===== config.mk =====
export PLATFORM = sky130hd
export DESIGN_NAME = wdt_gpio56
export DESIGN_NICKNAME = d
export VERILOG_FILES = /design/src/wdt_gpio_pkg.sv /design/src/wdt_gpio56.sv
export SDC_FILE = /design/constraint.sdc
export NUM_CORES = 1
export LEC_CHECK = 0
export BUFFER_PORTS_ARGS = -buffer_cell sky130_fd_sc_hd__clkbuf_2
export CAP_MARGIN = 40
export CORE_ASPECT_RATIO = 1.75
export CORE_MARGIN = 2
export CORE_UTILIZATION = 50
export CTS_CLUSTER_SIZE = 12
export DETAILED_ROUTE_END_ITERATION = 8
export GPL_TIMING_DRIVEN = 0
export PLACE_DENSITY = 0.69
export SYNTH_ARGS = -nofsm -noshare
export SYNTH_HDL_FRONTEND = slang
export SYNTH_SLANG_ARGS = --single-unit

===== constraint.sdc =====
create_clock -name clock -period 2.55 [get_ports clock]
set_clock_uncertainty 0.1 [all_clocks]
set_input_delay 0.255 -clock clock [delete_from_list [all_inputs] [get_ports clock]]
set_output_delay 0.255 -clock clock [all_outputs]
set_load 0.05 [all_outputs]

===== src/wdt_gpio_pkg.sv =====
package wdt_gpio_pkg;

  // Register offsets (config register index)
  localparam logic [7:0] OFF_ACTIVATION = 8'h30;
  localparam logic [7:0] OFF_BASE_HIGH  = 8'h60;
  localparam logic [7:0] OFF_BASE_LOW   = 8'h61;
  localparam logic [7:0] OFF_P5_DIR     = 8'hE0;
  localparam logic [7:0] OFF_P5_DATA    = 8'hE1;
  localparam logic [7:0] OFF_P5_INV     = 8'hE2;
  localparam logic [7:0] OFF_P5_STATUS  = 8'hE3;
  localparam logic [7:0] OFF_P6_DIR     = 8'hE4;
  localparam logic [7:0] OFF_P6_DATA    = 8'hE5;
  localparam logic [7:0] OFF_P6_INV     = 8'hE6;
  localparam logic [7:0] OFF_P6_STATUS  = 8'hE7;
  localparam logic [7:0] OFF_WD_MODE    = 8'hF5;
  localparam logic [7:0] OFF_WD_COUNTER = 8'hF6;
  localparam logic [7:0] OFF_WD_CTRL    = 8'hF7;

  // Reset values
  localparam logic [7:0] RST_ACTIVATION = 8'h02;
  localparam logic [7:0] RST_DIR        = 8'hFF;
  localparam logic [7:0] RST_P5_DATA    = 8'h00;
  localparam logic [7:0] RST_P6_DATA    = 8'h1F;
  localparam logic [7:0] RST_ZERO       = 8'h00;

  // Writable-bit masks
  localparam logic [7:0] MASK_ACTIVATION = 8'h07;
  localparam logic [7:0] MASK_WD_MODE    = 8'h1E;
  localparam logic [7:0] MASK_BASE_LOW   = 8'hFC;
  localparam logic [7:0] MASK_BASE_HIGH  = 8'h0F;
  localparam logic [7:0] MASK_WD_CTRL_RW = 8'hCF;

  // Field positions
  localparam int ACT_WDT_BIT    = 0;
  localparam int ACT_P5_BIT     = 1;
  localparam int ACT_P6_BIT     = 2;
  localparam int MODE_RSTPULSE_BIT = 1;
  localparam int MODE_LINE_BIT     = 2;
  localparam int MODE_MIN_BIT   = 3;
  localparam int MODE_FAST_BIT  = 4;
  localparam int CTRL_STAT_BIT  = 4;
  localparam int CTRL_TRIG_BIT  = 5;
  localparam int CTRL_KBD_BIT   = 6;
  localparam int CTRL_MOUSE_BIT = 7;

  // Timing
  localparam longint CLOCK_HZ       = 64'd200_000_000;
  localparam longint MS_PER_SEC     = 64'd1000;
  localparam longint SEC_PER_MIN    = 64'd60;
  localparam longint CYC_PER_MS     = CLOCK_HZ / MS_PER_SEC;
  localparam longint CYC_PER_SEC    = CLOCK_HZ;
  localparam longint TICKS_PER_SEC  = MS_PER_SEC;
  localparam real    RSTPULSE_NS  = 1000.0;
  localparam int     RSTPULSE_CYC =
    int'((RSTPULSE_NS * real'(CLOCK_HZ)) / 1.0e9);

  // Bus request
  typedef struct packed {
    logic       wr;
    logic       rd;
    logic [7:0] addr;
    logic [7:0] wdata;
  } bus_req_t;

endpackage

===== src/wdt_gpio56.sv =====
`timescale 1ns/1ps
module wdt_gpio56 #(
  parameter longint CYC_PER_SEC = wdt_gpio_pkg::CYC_PER_SEC,
  parameter longint CYC_PER_MS  = wdt_gpio_pkg::CYC_PER_MS
) (
  input  wire logic        clock,
  input  wire logic        nrst,
  input  wire logic [7:0]  addr,
  input  wire logic [7:0]  wdata,
  input  wire logic        wr,
  input  wire logic        rd,
  output logic      [7:0]  rdata,
  input  wire logic [7:0]  port_five_pins_in,
  output logic      [7:0]  port_five_pins_out,
  output logic      [7:0]  port_five_pins_oe,
  input  wire logic [7:0]  port_six_pins_in,
  output logic      [7:0]  port_six_pins_out,
  output logic      [7:0]  port_six_pins_oe,
  input  wire logic        keyboard_ctrl_reset_line,
  input  wire logic        mouse_irq,
  input  wire logic        keyboard_irq,
  output logic             watchdog_timeout_out_n,
  output logic             power_led_en,
  output logic             keyboard_reset_pin_out,
  output logic             keyboard_reset_pin_oe,
  output logic      [11:0] io_base_addr
);

  // Bus request bundle
  wdt_gpio_pkg::bus_req_t req;
  assign req = '{wr: wr, rd: rd, addr: addr, wdata: wdata};

  // Register state
  logic [7:0]  activation;       // Unit enables
  logic [7:0]  base_high;        // Base address upper byte
  logic [7:0]  base_low;         // Base address lower byte
  logic [7:0]  p5_dir;           // Port five direction
  logic [7:0]  p5_data;          // Port five output latch
  logic [7:0]  p5_inv;           // Port five inversion
  logic [7:0]  p5_status;        // Port five edge status
  logic [7:0]  p6_dir;           // Port six direction
  logic [7:0]  p6_data;          // Port six output latch
  logic [7:0]  p6_inv;           // Port six inversion
  logic [7:0]  p6_status;        // Port six edge status
  logic [7:0]  wd_mode;          // Count mode
  logic [7:0]  wd_reload;        // Last non-zero timeout value
  logic [7:0]  wd_count;         // Live down-counter
  logic [7:0]  wd_ctrl;          // Enables and status
  logic [7:0]  p5_prev;          // Previous port five sample
  logic [7:0]  p6_prev;          // Previous port six sample
  logic        line_prev;        // Previous reset-line sample
  logic [27:0] ms_div;           // Millisecond-tick divider
  logic [5:0]  sec_div;          // Seconds within a minute, or ms within 60 ms in fast mode
  logic [9:0]  tick_div;         // Sub-units toward a whole unit
  logic [31:0] pulse_cnt;        // Keyboard reset pulse length
  logic        timeout_lvl;      // Timeout output level

  // Decodes
  wire hit_p5_data  = req.addr == wdata_sel(wdt_gpio_pkg::OFF_P5_DATA);
  wire hit_p6_data  = req.addr == wdt_gpio_pkg::OFF_P6_DATA;
  wire wr_counter   = req.wr && req.addr == wdt_gpio_pkg::OFF_WD_COUNTER;
  wire wr_ctrl      = req.wr && req.addr == wdt_gpio_pkg::OFF_WD_CTRL;
  wire rd_p5_status = req.rd && req.addr == wdt_gpio_pkg::OFF_P5_STATUS;
  wire rd_p6_status = req.rd && req.addr == wdt_gpio_pkg::OFF_P6_STATUS;
  wire wdt_active   = activation[wdt_gpio_pkg::ACT_WDT_BIT];
  wire p5_active    = activation[wdt_gpio_pkg::ACT_P5_BIT];
  wire p6_active    = activation[wdt_gpio_pkg::ACT_P6_BIT];

  // Identity helper keeps decode uniform
  function automatic logic [7:0] wdata_sel(input logic [7:0] a);
    return a;
  endfunction

  // Merge write: only output bits (dir 0) take new data
  function automatic logic [7:0] merge_out(input logic [7:0] old_v,
                                           input logic [7:0] new_v,
                                           input logic [7:0] dir);
    return (old_v & dir) | (new_v & ~dir);
  endfunction

  // Data register read view: inputs show pins through inversion
  function automatic logic [7:0] data_view(input logic [7:0] latch,
                                           input logic [7:0] pins,
                                           input logic [7:0] dir,
                                           input logic [7:0] inv);
    return (latch & ~dir) | ((pins ^ inv) & dir);
  endfunction

  // Edges seen on input pins of an active port
  function automatic logic [7:0] edges(input logic [7:0] now_v,
                                       input logic [7:0] prev,
                                       input logic [7:0] dir,
                                       input logic       act);
    return (now_v ^ prev) & dir & {8{act}};
  endfunction

  // Pin drive: outputs on active port only, inversion applied
  assign port_five_pins_out = p5_data ^ p5_inv;
  assign port_five_pins_oe  = ~p5_dir & {8{p5_active}};
  assign port_six_pins_out  = p6_data ^ p6_inv;
  assign port_six_pins_oe   = ~p6_dir & {8{p6_active}};

  // Base address, low two bits forced zero for alignment
  assign io_base_addr = {base_high[3:0], base_low};

  // Unit clock: ms tick, then seconds, then minutes
  wire ms_tick  = ms_div == 28'(CYC_PER_MS - 1);
  wire sec_tick = ms_tick && tick_div == 10'(wdt_gpio_pkg::TICKS_PER_SEC - 1);
  wire min_tick = sec_tick && sec_div == 6'(wdt_gpio_pkg::SEC_PER_MIN - 1);
  wire fast     = wd_mode[wdt_gpio_pkg::MODE_FAST_BIT];
  wire minutes  = wd_mode[wdt_gpio_pkg::MODE_MIN_BIT];
  // Fast: 1 ms or 60 ms; normal: 1 s or 1 min
  wire fast_min = ms_tick && sec_div == 6'(wdt_gpio_pkg::SEC_PER_MIN - 1);
  wire unit_tick = fast ? (minutes ? fast_min : ms_tick)
                        : (minutes ? min_tick : sec_tick);

  // Timeout causes
  wire line_rise = keyboard_ctrl_reset_line && !line_prev;
  wire irq_reload =
    (mouse_irq && wd_ctrl[wdt_gpio_pkg::CTRL_MOUSE_BIT]) ||
    (keyboard_irq && wd_ctrl[wdt_gpio_pkg::CTRL_KBD_BIT]);
  wire count_end = unit_tick && wd_count == 8'h01;
  wire force_to  = wr_ctrl && req.wdata[wdt_gpio_pkg::CTRL_TRIG_BIT];
  wire line_to   = line_rise && wd_mode[wdt_gpio_pkg::MODE_LINE_BIT];
  wire timeout_ev = wdt_active && (count_end || force_to || line_to);

  // Read mux
  logic [7:0] next_rdata;
  always_comb begin
    case (req.addr)
      wdt_gpio_pkg::OFF_ACTIVATION: next_rdata = activation;
      wdt_gpio_pkg::OFF_BASE_HIGH:  next_rdata = base_high;
      wdt_gpio_pkg::OFF_BASE_LOW:   next_rdata = base_low;
      wdt_gpio_pkg::OFF_P5_DIR:     next_rdata = p5_dir;
      wdt_gpio_pkg::OFF_P5_DATA:    next_rdata =
        data_view(p5_data, port_five_pins_in, p5_dir, p5_inv);
      wdt_gpio_pkg::OFF_P5_INV:     next_rdata = p5_inv;
      wdt_gpio_pkg::OFF_P5_STATUS:  next_rdata = p5_status;
      wdt_gpio_pkg::OFF_P6_DIR:     next_rdata = p6_dir;
      wdt_gpio_pkg::OFF_P6_DATA:    next_rdata =
        data_view(p6_data, port_six_pins_in, p6_dir, p6_inv);
      wdt_gpio_pkg::OFF_P6_INV:     next_rdata = p6_inv;
      wdt_gpio_pkg::OFF_P6_STATUS:  next_rdata = p6_status;
      wdt_gpio_pkg::OFF_WD_MODE:    next_rdata = wd_mode;
      wdt_gpio_pkg::OFF_WD_COUNTER: next_rdata = wd_count;
      wdt_gpio_pkg::OFF_WD_CTRL:    next_rdata = wd_ctrl;
      default:                      next_rdata = wdt_gpio_pkg::RST_ZERO;
    endcase
  end

  // Read data, valid the cycle after the strobe
  always_ff @(posedge clock) begin
    if (!nrst) begin
      rdata <= wdt_gpio_pkg::RST_ZERO;
    end else if (req.rd) begin
      rdata <= next_rdata;
    end else begin
      rdata <= wdt_gpio_pkg::RST_ZERO;
    end
  end

  // Plain configuration registers
  always_ff @(posedge clock) begin
    if (!nrst) begin
      activation <= wdt_gpio_pkg::RST_ACTIVATION;
      base_high  <= wdt_gpio_pkg::RST_ZERO;
      base_low   <= wdt_gpio_pkg::RST_ZERO;
      p5_dir     <= wdt_gpio_pkg::RST_DIR;
      p6_dir     <= wdt_gpio_pkg::RST_DIR;
      p5_inv     <= wdt_gpio_pkg::RST_ZERO;
      p6_inv     <= wdt_gpio_pkg::RST_ZERO;
      wd_mode    <= wdt_gpio_pkg::RST_ZERO;
    end else if (req.wr) begin
      case (req.addr)
        wdt_gpio_pkg::OFF_ACTIVATION:
          activation <= req.wdata & wdt_gpio_pkg::MASK_ACTIVATION;
        wdt_gpio_pkg::OFF_BASE_HIGH:
          base_high <= req.wdata & wdt_gpio_pkg::MASK_BASE_HIGH;
        wdt_gpio_pkg::OFF_BASE_LOW:
          base_low <= req.wdata & wdt_gpio_pkg::MASK_BASE_LOW;
        wdt_gpio_pkg::OFF_P5_DIR: p5_dir <= req.wdata;
        wdt_gpio_pkg::OFF_P6_DIR: p6_dir <= req.wdata;
        wdt_gpio_pkg::OFF_P5_INV: p5_inv <= req.wdata;
        wdt_gpio_pkg::OFF_P6_INV: p6_inv <= req.wdata;
        wdt_gpio_pkg::OFF_WD_MODE:
          wd_mode <= req.wdata & wdt_gpio_pkg::MASK_WD_MODE;
        default: ;
      endcase
    end
  end

  // Data latches: input bits ignore writes
  always_ff @(posedge clock) begin
    if (!nrst) begin
      p5_data <= wdt_gpio_pkg::RST_P5_DATA;
      p6_data <= wdt_gpio_pkg::RST_P6_DATA;
    end else begin
      if (req.wr && hit_p5_data)
        p5_data <= merge_out(p5_data, req.wdata, p5_dir);
      if (req.wr && hit_p6_data)
        p6_data <= merge_out(p6_data, req.wdata, p6_dir);
    end
  end

  // Edge status: set wins over read-clear
  always_ff @(posedge clock) begin
    if (!nrst) begin
      // Track the pins through reset so no false edge follows it
      p5_prev   <= port_five_pins_in;
      p6_prev   <= port_six_pins_in;
      p5_status <= wdt_gpio_pkg::RST_ZERO;
      p6_status <= wdt_gpio_pkg::RST_ZERO;
    end else begin
      p5_prev   <= port_five_pins_in;
      p6_prev   <= port_six_pins_in;
      p5_status <= (rd_p5_status ? 8'h00 : p5_status)
        | edges(port_five_pins_in, p5_prev, p5_dir, p5_active);
      p6_status <= (rd_p6_status ? 8'h00 : p6_status)
        | edges(port_six_pins_in, p6_prev, p6_dir, p6_active);
    end
  end

  // Time-base dividers, restarted on every load
  always_ff @(posedge clock) begin
    if (!nrst || wr_counter || irq_reload) begin
      ms_div   <= '0;
      tick_div <= '0;
      sec_div  <= '0;
    end else begin
      ms_div <= ms_tick ? '0 : ms_div + 28'd1;
      if (ms_tick)
        tick_div <= sec_tick ? '0 : tick_div + 10'd1;
      if (fast ? ms_tick : sec_tick)
        sec_div <= (sec_div == 6'(wdt_gpio_pkg::SEC_PER_MIN - 1))
                   ? '0 : sec_div + 6'd1;
    end
  end

  // Down-counter and reload value
  always_ff @(posedge clock) begin
    if (!nrst) begin
      wd_count  <= wdt_gpio_pkg::RST_ZERO;
      wd_reload <= wdt_gpio_pkg::RST_ZERO;
      line_prev <= 1'b0;
    end else begin
      line_prev <= keyboard_ctrl_reset_line;
      if (wr_counter) begin
        wd_count <= req.wdata;
        if (req.wdata != 8'h00)
          wd_reload <= req.wdata;
      end else if (irq_reload && wd_reload != 8'h00) begin
        wd_count <= wd_reload;
      end else if (unit_tick && wd_count != 8'h00) begin
        wd_count <= wd_count - 8'd1;
      end
    end
  end

  // Control/status: timeout flag set wins over clear
  always_ff @(posedge clock) begin
    if (!nrst) begin
      wd_ctrl <= wdt_gpio_pkg::RST_ZERO;
    end else begin
      if (wr_ctrl)
        wd_ctrl <= (req.wdata & wdt_gpio_pkg::MASK_WD_CTRL_RW)
                 | ({7'h00, req.wdata[wdt_gpio_pkg::CTRL_STAT_BIT]} << 4
                    & {3'h0, wd_ctrl[wdt_gpio_pkg::CTRL_STAT_BIT], 4'h0})
                 | ({7'h00, timeout_ev} << 4);
      else if (timeout_ev)
        wd_ctrl[wdt_gpio_pkg::CTRL_STAT_BIT] <= 1'b1;
    end
  end

  // Timeout output level and keyboard reset pulse
  always_ff @(posedge clock) begin
    if (!nrst) begin
      timeout_lvl <= 1'b0;
      pulse_cnt   <= '0;
    end else begin
      if (timeout_ev)
        timeout_lvl <= 1'b1;
      else if (wr_counter || irq_reload || !wdt_active)
        timeout_lvl <= 1'b0;
      if (timeout_ev && wd_mode[wdt_gpio_pkg::MODE_RSTPULSE_BIT])
        pulse_cnt <= 32'(wdt_gpio_pkg::RSTPULSE_CYC);
      else if (pulse_cnt != '0)
        pulse_cnt <= pulse_cnt - 32'd1;
    end
  end

  // Pins: timeout output low while active and timed out
  assign watchdog_timeout_out_n = !(timeout_lvl && wdt_active);
  assign power_led_en           = wdt_active;
  assign keyboard_reset_pin_out = 1'b0;
  assign keyboard_reset_pin_oe  = pulse_cnt != '0;

endmodule


==> results of run 1 <==
[area by class of cell]
class | instances | area [µm²]
tap | 245 | 306.5
buffer | 63 | 294.0
multi-input combinational | 881 | 5436
fill | 1851 | 8077
timing repair buffer | 110 | 675.6
inverter | 24 | 90.09
clock inverter | 1 | 7.507
sequential | 206 | 4131
clock buffer | 25 | 550.5
[layout by cell type (no fill, tap or decap), types with 8 or more instances in the layout]
cell	n
o21ai_0	49
a31oi_1	18
xnor2_1	37
clkbuf_16	22
dfxtp_1	200
mux2i_1	48
xor2_1	73
nand4_1	21
buf_2	11
nor4_1	15
nand3_1	54
and2_1	12
a21oi_1	74
clkbuf_2	90
nor2_1	167
and3_1	13
a32oi_1	20
clkbuf_1	42
inv_1	23
a22oi_1	8
nand2_1	119
buf_4	11
nor2b_1	25
dlygate4sd3_1	18
nor3_1	15
[critical path: stages]
cell and delay [ns]:
clkbuf_1 0.44, clkbuf_1 0.55, clkbuf_2 0.42, a21oi_1 0.11
a311oi_1 0.57, a221oi_1 0.25, a21oi_1 0.27
[cells by family (layout without fill, tap and decap cells)]
group                    count (synthesis)  after routing  share of synthesized area
AND/OR/NAND/NOR                        488            488                     0.2432
multiplexers                            55             55                    0.05650
flip-flops                             206            206                     0.4166
XOR/XNOR                               110            110                    0.09732
buffers and inverters                   90            223                    0.03893
other                                    1              3                  0.0003788
adder cells (fa/ha/maj)                  6              6                   0.007583
AO/OA/AOI/OAI                          219            219                     0.1395
[cells in the mapped netlist (all sizes together), types with 5 or more instances]
cell      n  share of area
and3     13         0.0082
xor2     73          0.065
nand4    24          0.018
ha        6         0.0076
nor3     19          0.011
buf      19          0.012
nor2b    25          0.016
a22oi     8         0.0061
o21ai    55          0.028
nor2    169          0.064
nand3    54          0.027
mux2      7         0.0080
inv      23         0.0087
clkbuf   47          0.018
dfxtp   206           0.42
and4      5         0.0044
mux2i    48          0.049
a32oi    20          0.018
a31oi    18          0.011
a21oi    74          0.037
nor4     20          0.016
a311oi    6         0.0059
and2     12         0.0076
xnor2    37          0.033
nand2   119          0.045
[power by group through the flow]
stage / Clock [W] / Sequential [W] / Combinational (W)
final: 0.00273 / 0.00370 / 0.00237
after floorplan: 0 / 0.00370 / 0.00170
after CTS: 0.00277 / 0.00369 / 0.00227
after detailed placement: 0 / 0.00375 / 0.00211
after global routing: 0.00288 / 0.00372 / 0.00262
after global placement: 0 / 0.00374 / 0.00208
[path summary, 6_finish.rpt]
path / start / end / slack (ns)
setup / recovery: addr[0] / rdata[4] / -0.03
setup reg to reg: sec_div[0] / pulse_cnt[29] / 0.18
hold / removal: wdata[2] / activation[2] / 0.03
hold reg to reg: pulse_cnt[20] / pulse_cnt[20] / 0.37
[routing by layer]
layer  vias to the layer above  routed length (µm)  share of wire  GRT usage
li1                       4378                   -              -          -
met1                      4295               10750           0.35     0.2971
met3                       144                1826          0.059    0.03974
met2                       360               15780           0.51     0.5300
met5                         -                   0              0          0
met4                         0                2610          0.084     0.2053
[per-stage QoR]
| stage | area, µm² | instances | hold WS (ns) | worst slack (ns) |
|---|---|---|---|---|
| floorplan | 9907 | 1177 | 0.1827 | 0.3134 |
| global placement | 10640 | 1508 | 0.2977 | -0.8164 |
| detailed placement | 10660 | 1510 | 0.3028 | -0.8162 |
| CTS | 11440 | 1555 | 0.01202 | -0.07629 |
| global route | 11490 | 1555 | 0.04092 | -0.06227 |
| finish | 11490 | 1555 | 0.02605 | -0.02837 |
[what timing repair did]
item / 4_1_cts / 5_1_grt
hold buffers: 18 / 0
gates resized for setup: 10 / 14
hold endpoints to repair: 18 / 0
setup endpoints to repair: 35 / 66
pin swaps: 4 / 4
setup buffers: 2 / 2
==> results.yml, run 1 <==
sta:
  setup_viol: 2
  hold_viol: 0
  setup_tns_ns: -0.03034
  fin_ws_ns: -0.02837
  rsz0062_at_grt: "true"
  period_needed_ns: 2.578
  relSlewSlack: 0.3210
  period_share: 1.011
  worst_slew_pin_slew_ns: 1.010
  slew_violations: 0
  fmaxAchievable_ghz: 0.3878
pwr:
  p_leak_nw: 4.399
  irDropWorstVdd_uv: 803.3
  powerDensity_nw_per_um2: 766.1
  p_int_w: 0.005964
  combPwrFrac: 0.270
  clkPwrFrac: 0.311
  p_seq_frac: 0.420
  p_total_w: 0.008804
  netSwitchingPower_w: 0.002840
  sw_frac_of_total: 0.3225
synth:
  ys_types: 69
  seq_area_frac_synth: 0.4166
  ys.flop_type: "dfxtp_1"
  syn_area_um2: 9899
  synth_cells: 1175
  ys_warn_count: 0
  ys_ff_latch: 206
  synth.avg_cell_area_um2: 8.425
  synthArstFlopShare: 0
  synth_edf_count: 0
setup_path:
  required_ns: 2.85
  crit_path_max_fanout: 10
  cp-end-kind: "flip-flop"
  start_kind: "primary input"
  r2r_cells: 9
  crit_arrival_ns: 2.87
  path_class: "primary input to flip-flop"
placed_design:
  hpwlAfterDp_um: 22730
  place.port_buffers: 86
  gp_congestion: 1.025
global_route:
  grt_overflow_total: 0
  grt_antenna_before_repair: 0
  grt_max_degree: 20
  grt_pass1_vias: 8916
  grt_pass1_wl_um: 47180
  gr-usage-all-layers: 0.2921
hold_path:
  hp-class: "primary input to flip-flop"
  whs_path_depth: 3
drt:
  drc: 0
  first_pass_iters: 5
  wl_um: 30970
  drt_iter0_markers: 630
  vias: 9177
  avgRoutedWirePerCell_um: 19.91
  via_per_inst: 5.902
  antenna_left: 0
cts:
  cts_tree: "built"
  cts_made_buffers: 21
  clock_path_buffers: 3
  cts-root-buf: "clkbuf_16"
  path_clk_slew_ns: 0.06
  cts_max_level: 1
  worst_skew_pair.late_latency_ns: 0.50
  clock-sinks: 206
finish:
  final_layout_size_suffix_gt1_frac: 0.1359
  syn_to_final_growth_pct: 16.09
  utilization: 0.5873
  diodes: 0
  top_regs: "pulse_cnt: 32 flops, ms_div: 28 flops, tick_div: 10 flops"
  largest_register_ff_count: 32
  nets: 1352
  regMostFlops: "pulse_cnt"
floorplanning:
  start_util: 0.5059
  die_w_um: 110.4
  dieArea_um2: 20980
  io_pins: 95
  num_rows: 68
  core_um2: 19570
  die_h_um: 190.1
flow_run:
  cap_violations: 0
run_status:
  status: "finished with violations"
  violations: "setup timing"
(Power assumes the default switching activity.)
==> run 2, diff against run 1 <==
--- a/config.mk
+++ b/config.mk
@@ -5,15 +5,14 @@
 export SDC_FILE = /design/constraint.sdc
 export NUM_CORES = 1
 export LEC_CHECK = 0
-export BUFFER_PORTS_ARGS = -buffer_cell sky130_fd_sc_hd__clkbuf_2
 export CAP_MARGIN = 40
 export CORE_ASPECT_RATIO = 1.75
 export CORE_MARGIN = 2
 export CORE_UTILIZATION = 50
 export CTS_CLUSTER_SIZE = 12
 export DETAILED_ROUTE_END_ITERATION = 8
+export DONT_BUFFER_PORTS = 1
 export GPL_TIMING_DRIVEN = 0
-export PLACE_DENSITY = 0.69
 export SYNTH_ARGS = -nofsm -noshare
 export SYNTH_HDL_FRONTEND = slang
 export SYNTH_SLANG_ARGS = --single-unit
==> run 2 against run 1 <==
  * The flow now finishes without violations
  * Utilization fell by 0.27 points
  * Final cell count shrank 2.6%
  * Die area unchanged
  * Fmax rose by 5.5%
  * Power up 0.33%
  * Sequential power hardly changed
  * Routed wire length about the same
  * Critical path depth shrank 3
  * Via count fell by 3.3%
  * Design area decreased by 0.47%
  * Count of clock-buffer cells in the layout up 4
  * Critical path type is now flip-flop to output port
==> results.yml, run 2 (same netlist as run 1, synthesis figures left out) <==
run_status:
  status: "finished, final reports clean"
floorplanning:
  num_rows: 68
  die_w_um: 110.4
  start_util: 0.5059
  core_um2: 19570
  io_pins: 95
  dieArea_um2: 20980
  die_h_um: 190.1
pwr:
  powerDensity_nw_per_um2: 772.2
  p_leak_nw: 4.265
  netSwitchingPower_w: 0.002810
  clkPwrFrac: 0.313
  p_int_w: 0.006022
  irDropWorstVdd_uv: 1209
  combPwrFrac: 0.268
  p_seq_frac: 0.419
  sw_frac_of_total: 0.3182
global_route:
  grt_pass1_vias: 8584
  grt_overflow_total: 0
  grt_max_degree: 13
  grt_pass1_wl_um: 47170
  gr-usage-all-layers: 0.2964
  grt_antenna_before_repair: 0
finish:
  largest_register_ff_count: 32
  mostFrequentLayoutCells: "205 x dfxtp_1, 167 x nor2_1, 119 x nand2_1, 74 x a21oi_1, 73 x xor2_1"
  utilization: 0.5845
  final_common_cell: "dfxtp_1"
  final_layout_size_suffix_gt1_frac: 0.09764
  nets: 1309
  regMostFlops: "pulse_cnt"
  top_regs: "pulse_cnt: 32 flops, ms_div: 28 flops, tick_div: 10 flops"
  design_area_um2: 11440
  diodes: 0
  syn_to_final_growth_pct: 15.55
drt:
  avgRoutedWirePerCell_um: 20.45
  drt_iter0_markers: 561
  drc: 0
  via_per_inst: 5.855
  antenna_left: 0
  first_pass_iters: 5
  vias: 8870
  wl_um: 30980
placed_design:
  placed_area_um2: 10480
  gp_congestion: 0.9556
  place.port_buffers: 0
  hpwlAfterDp_um: 22720
setup_path:
  required_ns: 2.19
  start_kind: "flip-flop"
  regToRegStartpoint: "ms_div[25]"
  crit_path_max_fanout: 5
  rrSetupSlack_ns: 0.15
  reg2reg_to: "pulse_cnt[26]"
  crit_arrival_ns: 2.09
  cp-end-kind: "output port"
  path_class: "flip-flop to output port"
  r2r_cells: 9
flow_run:
  cap_violations: 0
sta:
  period_share: 0.9588
  hold_viol: 0
  relSlewSlack: 0.3865
  setup_viol: 0
  rsz0062_at_grt: "false"
  worst_slew_pin_slew_ns: 0.9126
  fmaxAchievable_ghz: 0.4090
  period_needed_ns: 2.445
  slew_violations: 0
cts:
  clock-sinks: 206
  cts_tree: "built"
  cts_made_buffers: 21
  path_clk_slew_ns: 0.06
  cts_max_level: 1
  worst_skew_pair.late_latency_ns: 0.50
  cts-root-buf: "clkbuf_16"
  clock_path_buffers: 3
hold_path:
  whs_path_depth: 3
  min_to: "p6_status[0]"
  hold_start: "port_six_pins_in[0]"
  hp-class: "primary input to flip-flop"
## run 2: power by group through the flow
stage	Sequential (W)	Clock (W)	Combinational, W
after global placement	0.00375	0	0.00204
final	0.00370	0.00277	0.00236
after detailed placement	0.00376	0	0.00206
after floorplan	0.00370	0	0.00170
after global routing	0.00373	0.00294	0.00262
after CTS	0.00369	0.00282	0.00230
## run 2: metrics by stage
stage | setup WS, ns | power, W | hold slack [ns] | TNS (ns) | cells
finish | 0.1051 | 0.008833 | 0.008264 | 0 | 1515
global route | 0.0003251 | 0.009287 | 0.03959 | 0 | 1515
floorplan | 0.3134 | 0.005407 | 0.1827 | 0 | 1177
CTS | 0.004277 | 0.008813 | 0.006103 | 0 | 1516
global placement | -0.7078 | 0.005791 | 0.1828 | -11.79 | 1422
detailed placement | -0.7123 | 0.005819 | 0.1828 | -11.04 | 1457
## run 2: per-layer routing
layer | routed length, µm | up-vias | part of all wire | GRT usage
met2 | 16010 | 277 | 0.52 | 0.5345
met1 | 10900 | 4172 | 0.35 | 0.3019
met5 | 0 | - | 0 | 0
met4 | 2346 | 0 | 0.076 | 0.2106
met3 | 1724 | 130 | 0.056 | 0.04282
li1 | - | 4291 | - | -
## run 2: timing repair
action / CTS / global route
cloned: 1 / 0
endpoints found under the hold margin: 53 / 0
hold buffers: 24 / 0
pin swaps: 3 / 2
setup buffers: 5 / 2
endpoints found under the setup margin: 19 / 88
resized for setup: 5 / 15
## run 2: how the worst max path moves through the flow
stage                                        to     startpoint
after floorplan                    pulse_cnt[0]      ms_div[0]
after global placement                 rdata[6]        addr[1]
after detailed placement               rdata[4]        addr[0]
after CTS                  port_five_pins_oe[5]  activation[1]
after global routing              pulse_cnt[25]     sec_div[1]
final                     keyboard_reset_pin_oe  pulse_cnt[26]
## run 2: cell type report
class                      instances  area [µm²]
sequential                       206        4125
clock buffer                      29       575.6
fill                            1837        8130
timing repair buffer              67       595.6
tap                              245       306.5
inverter                          24       90.09
buffer                            63       299.0
multi-input combinational        881        5446
## run 2: critical path, stage by stage (launching register included)
cell	delay, ns
dfxtp_2	0.35
or4_4	0.57
nor4b_4	0.31
nand4_4	0.17
buf_12	0.20
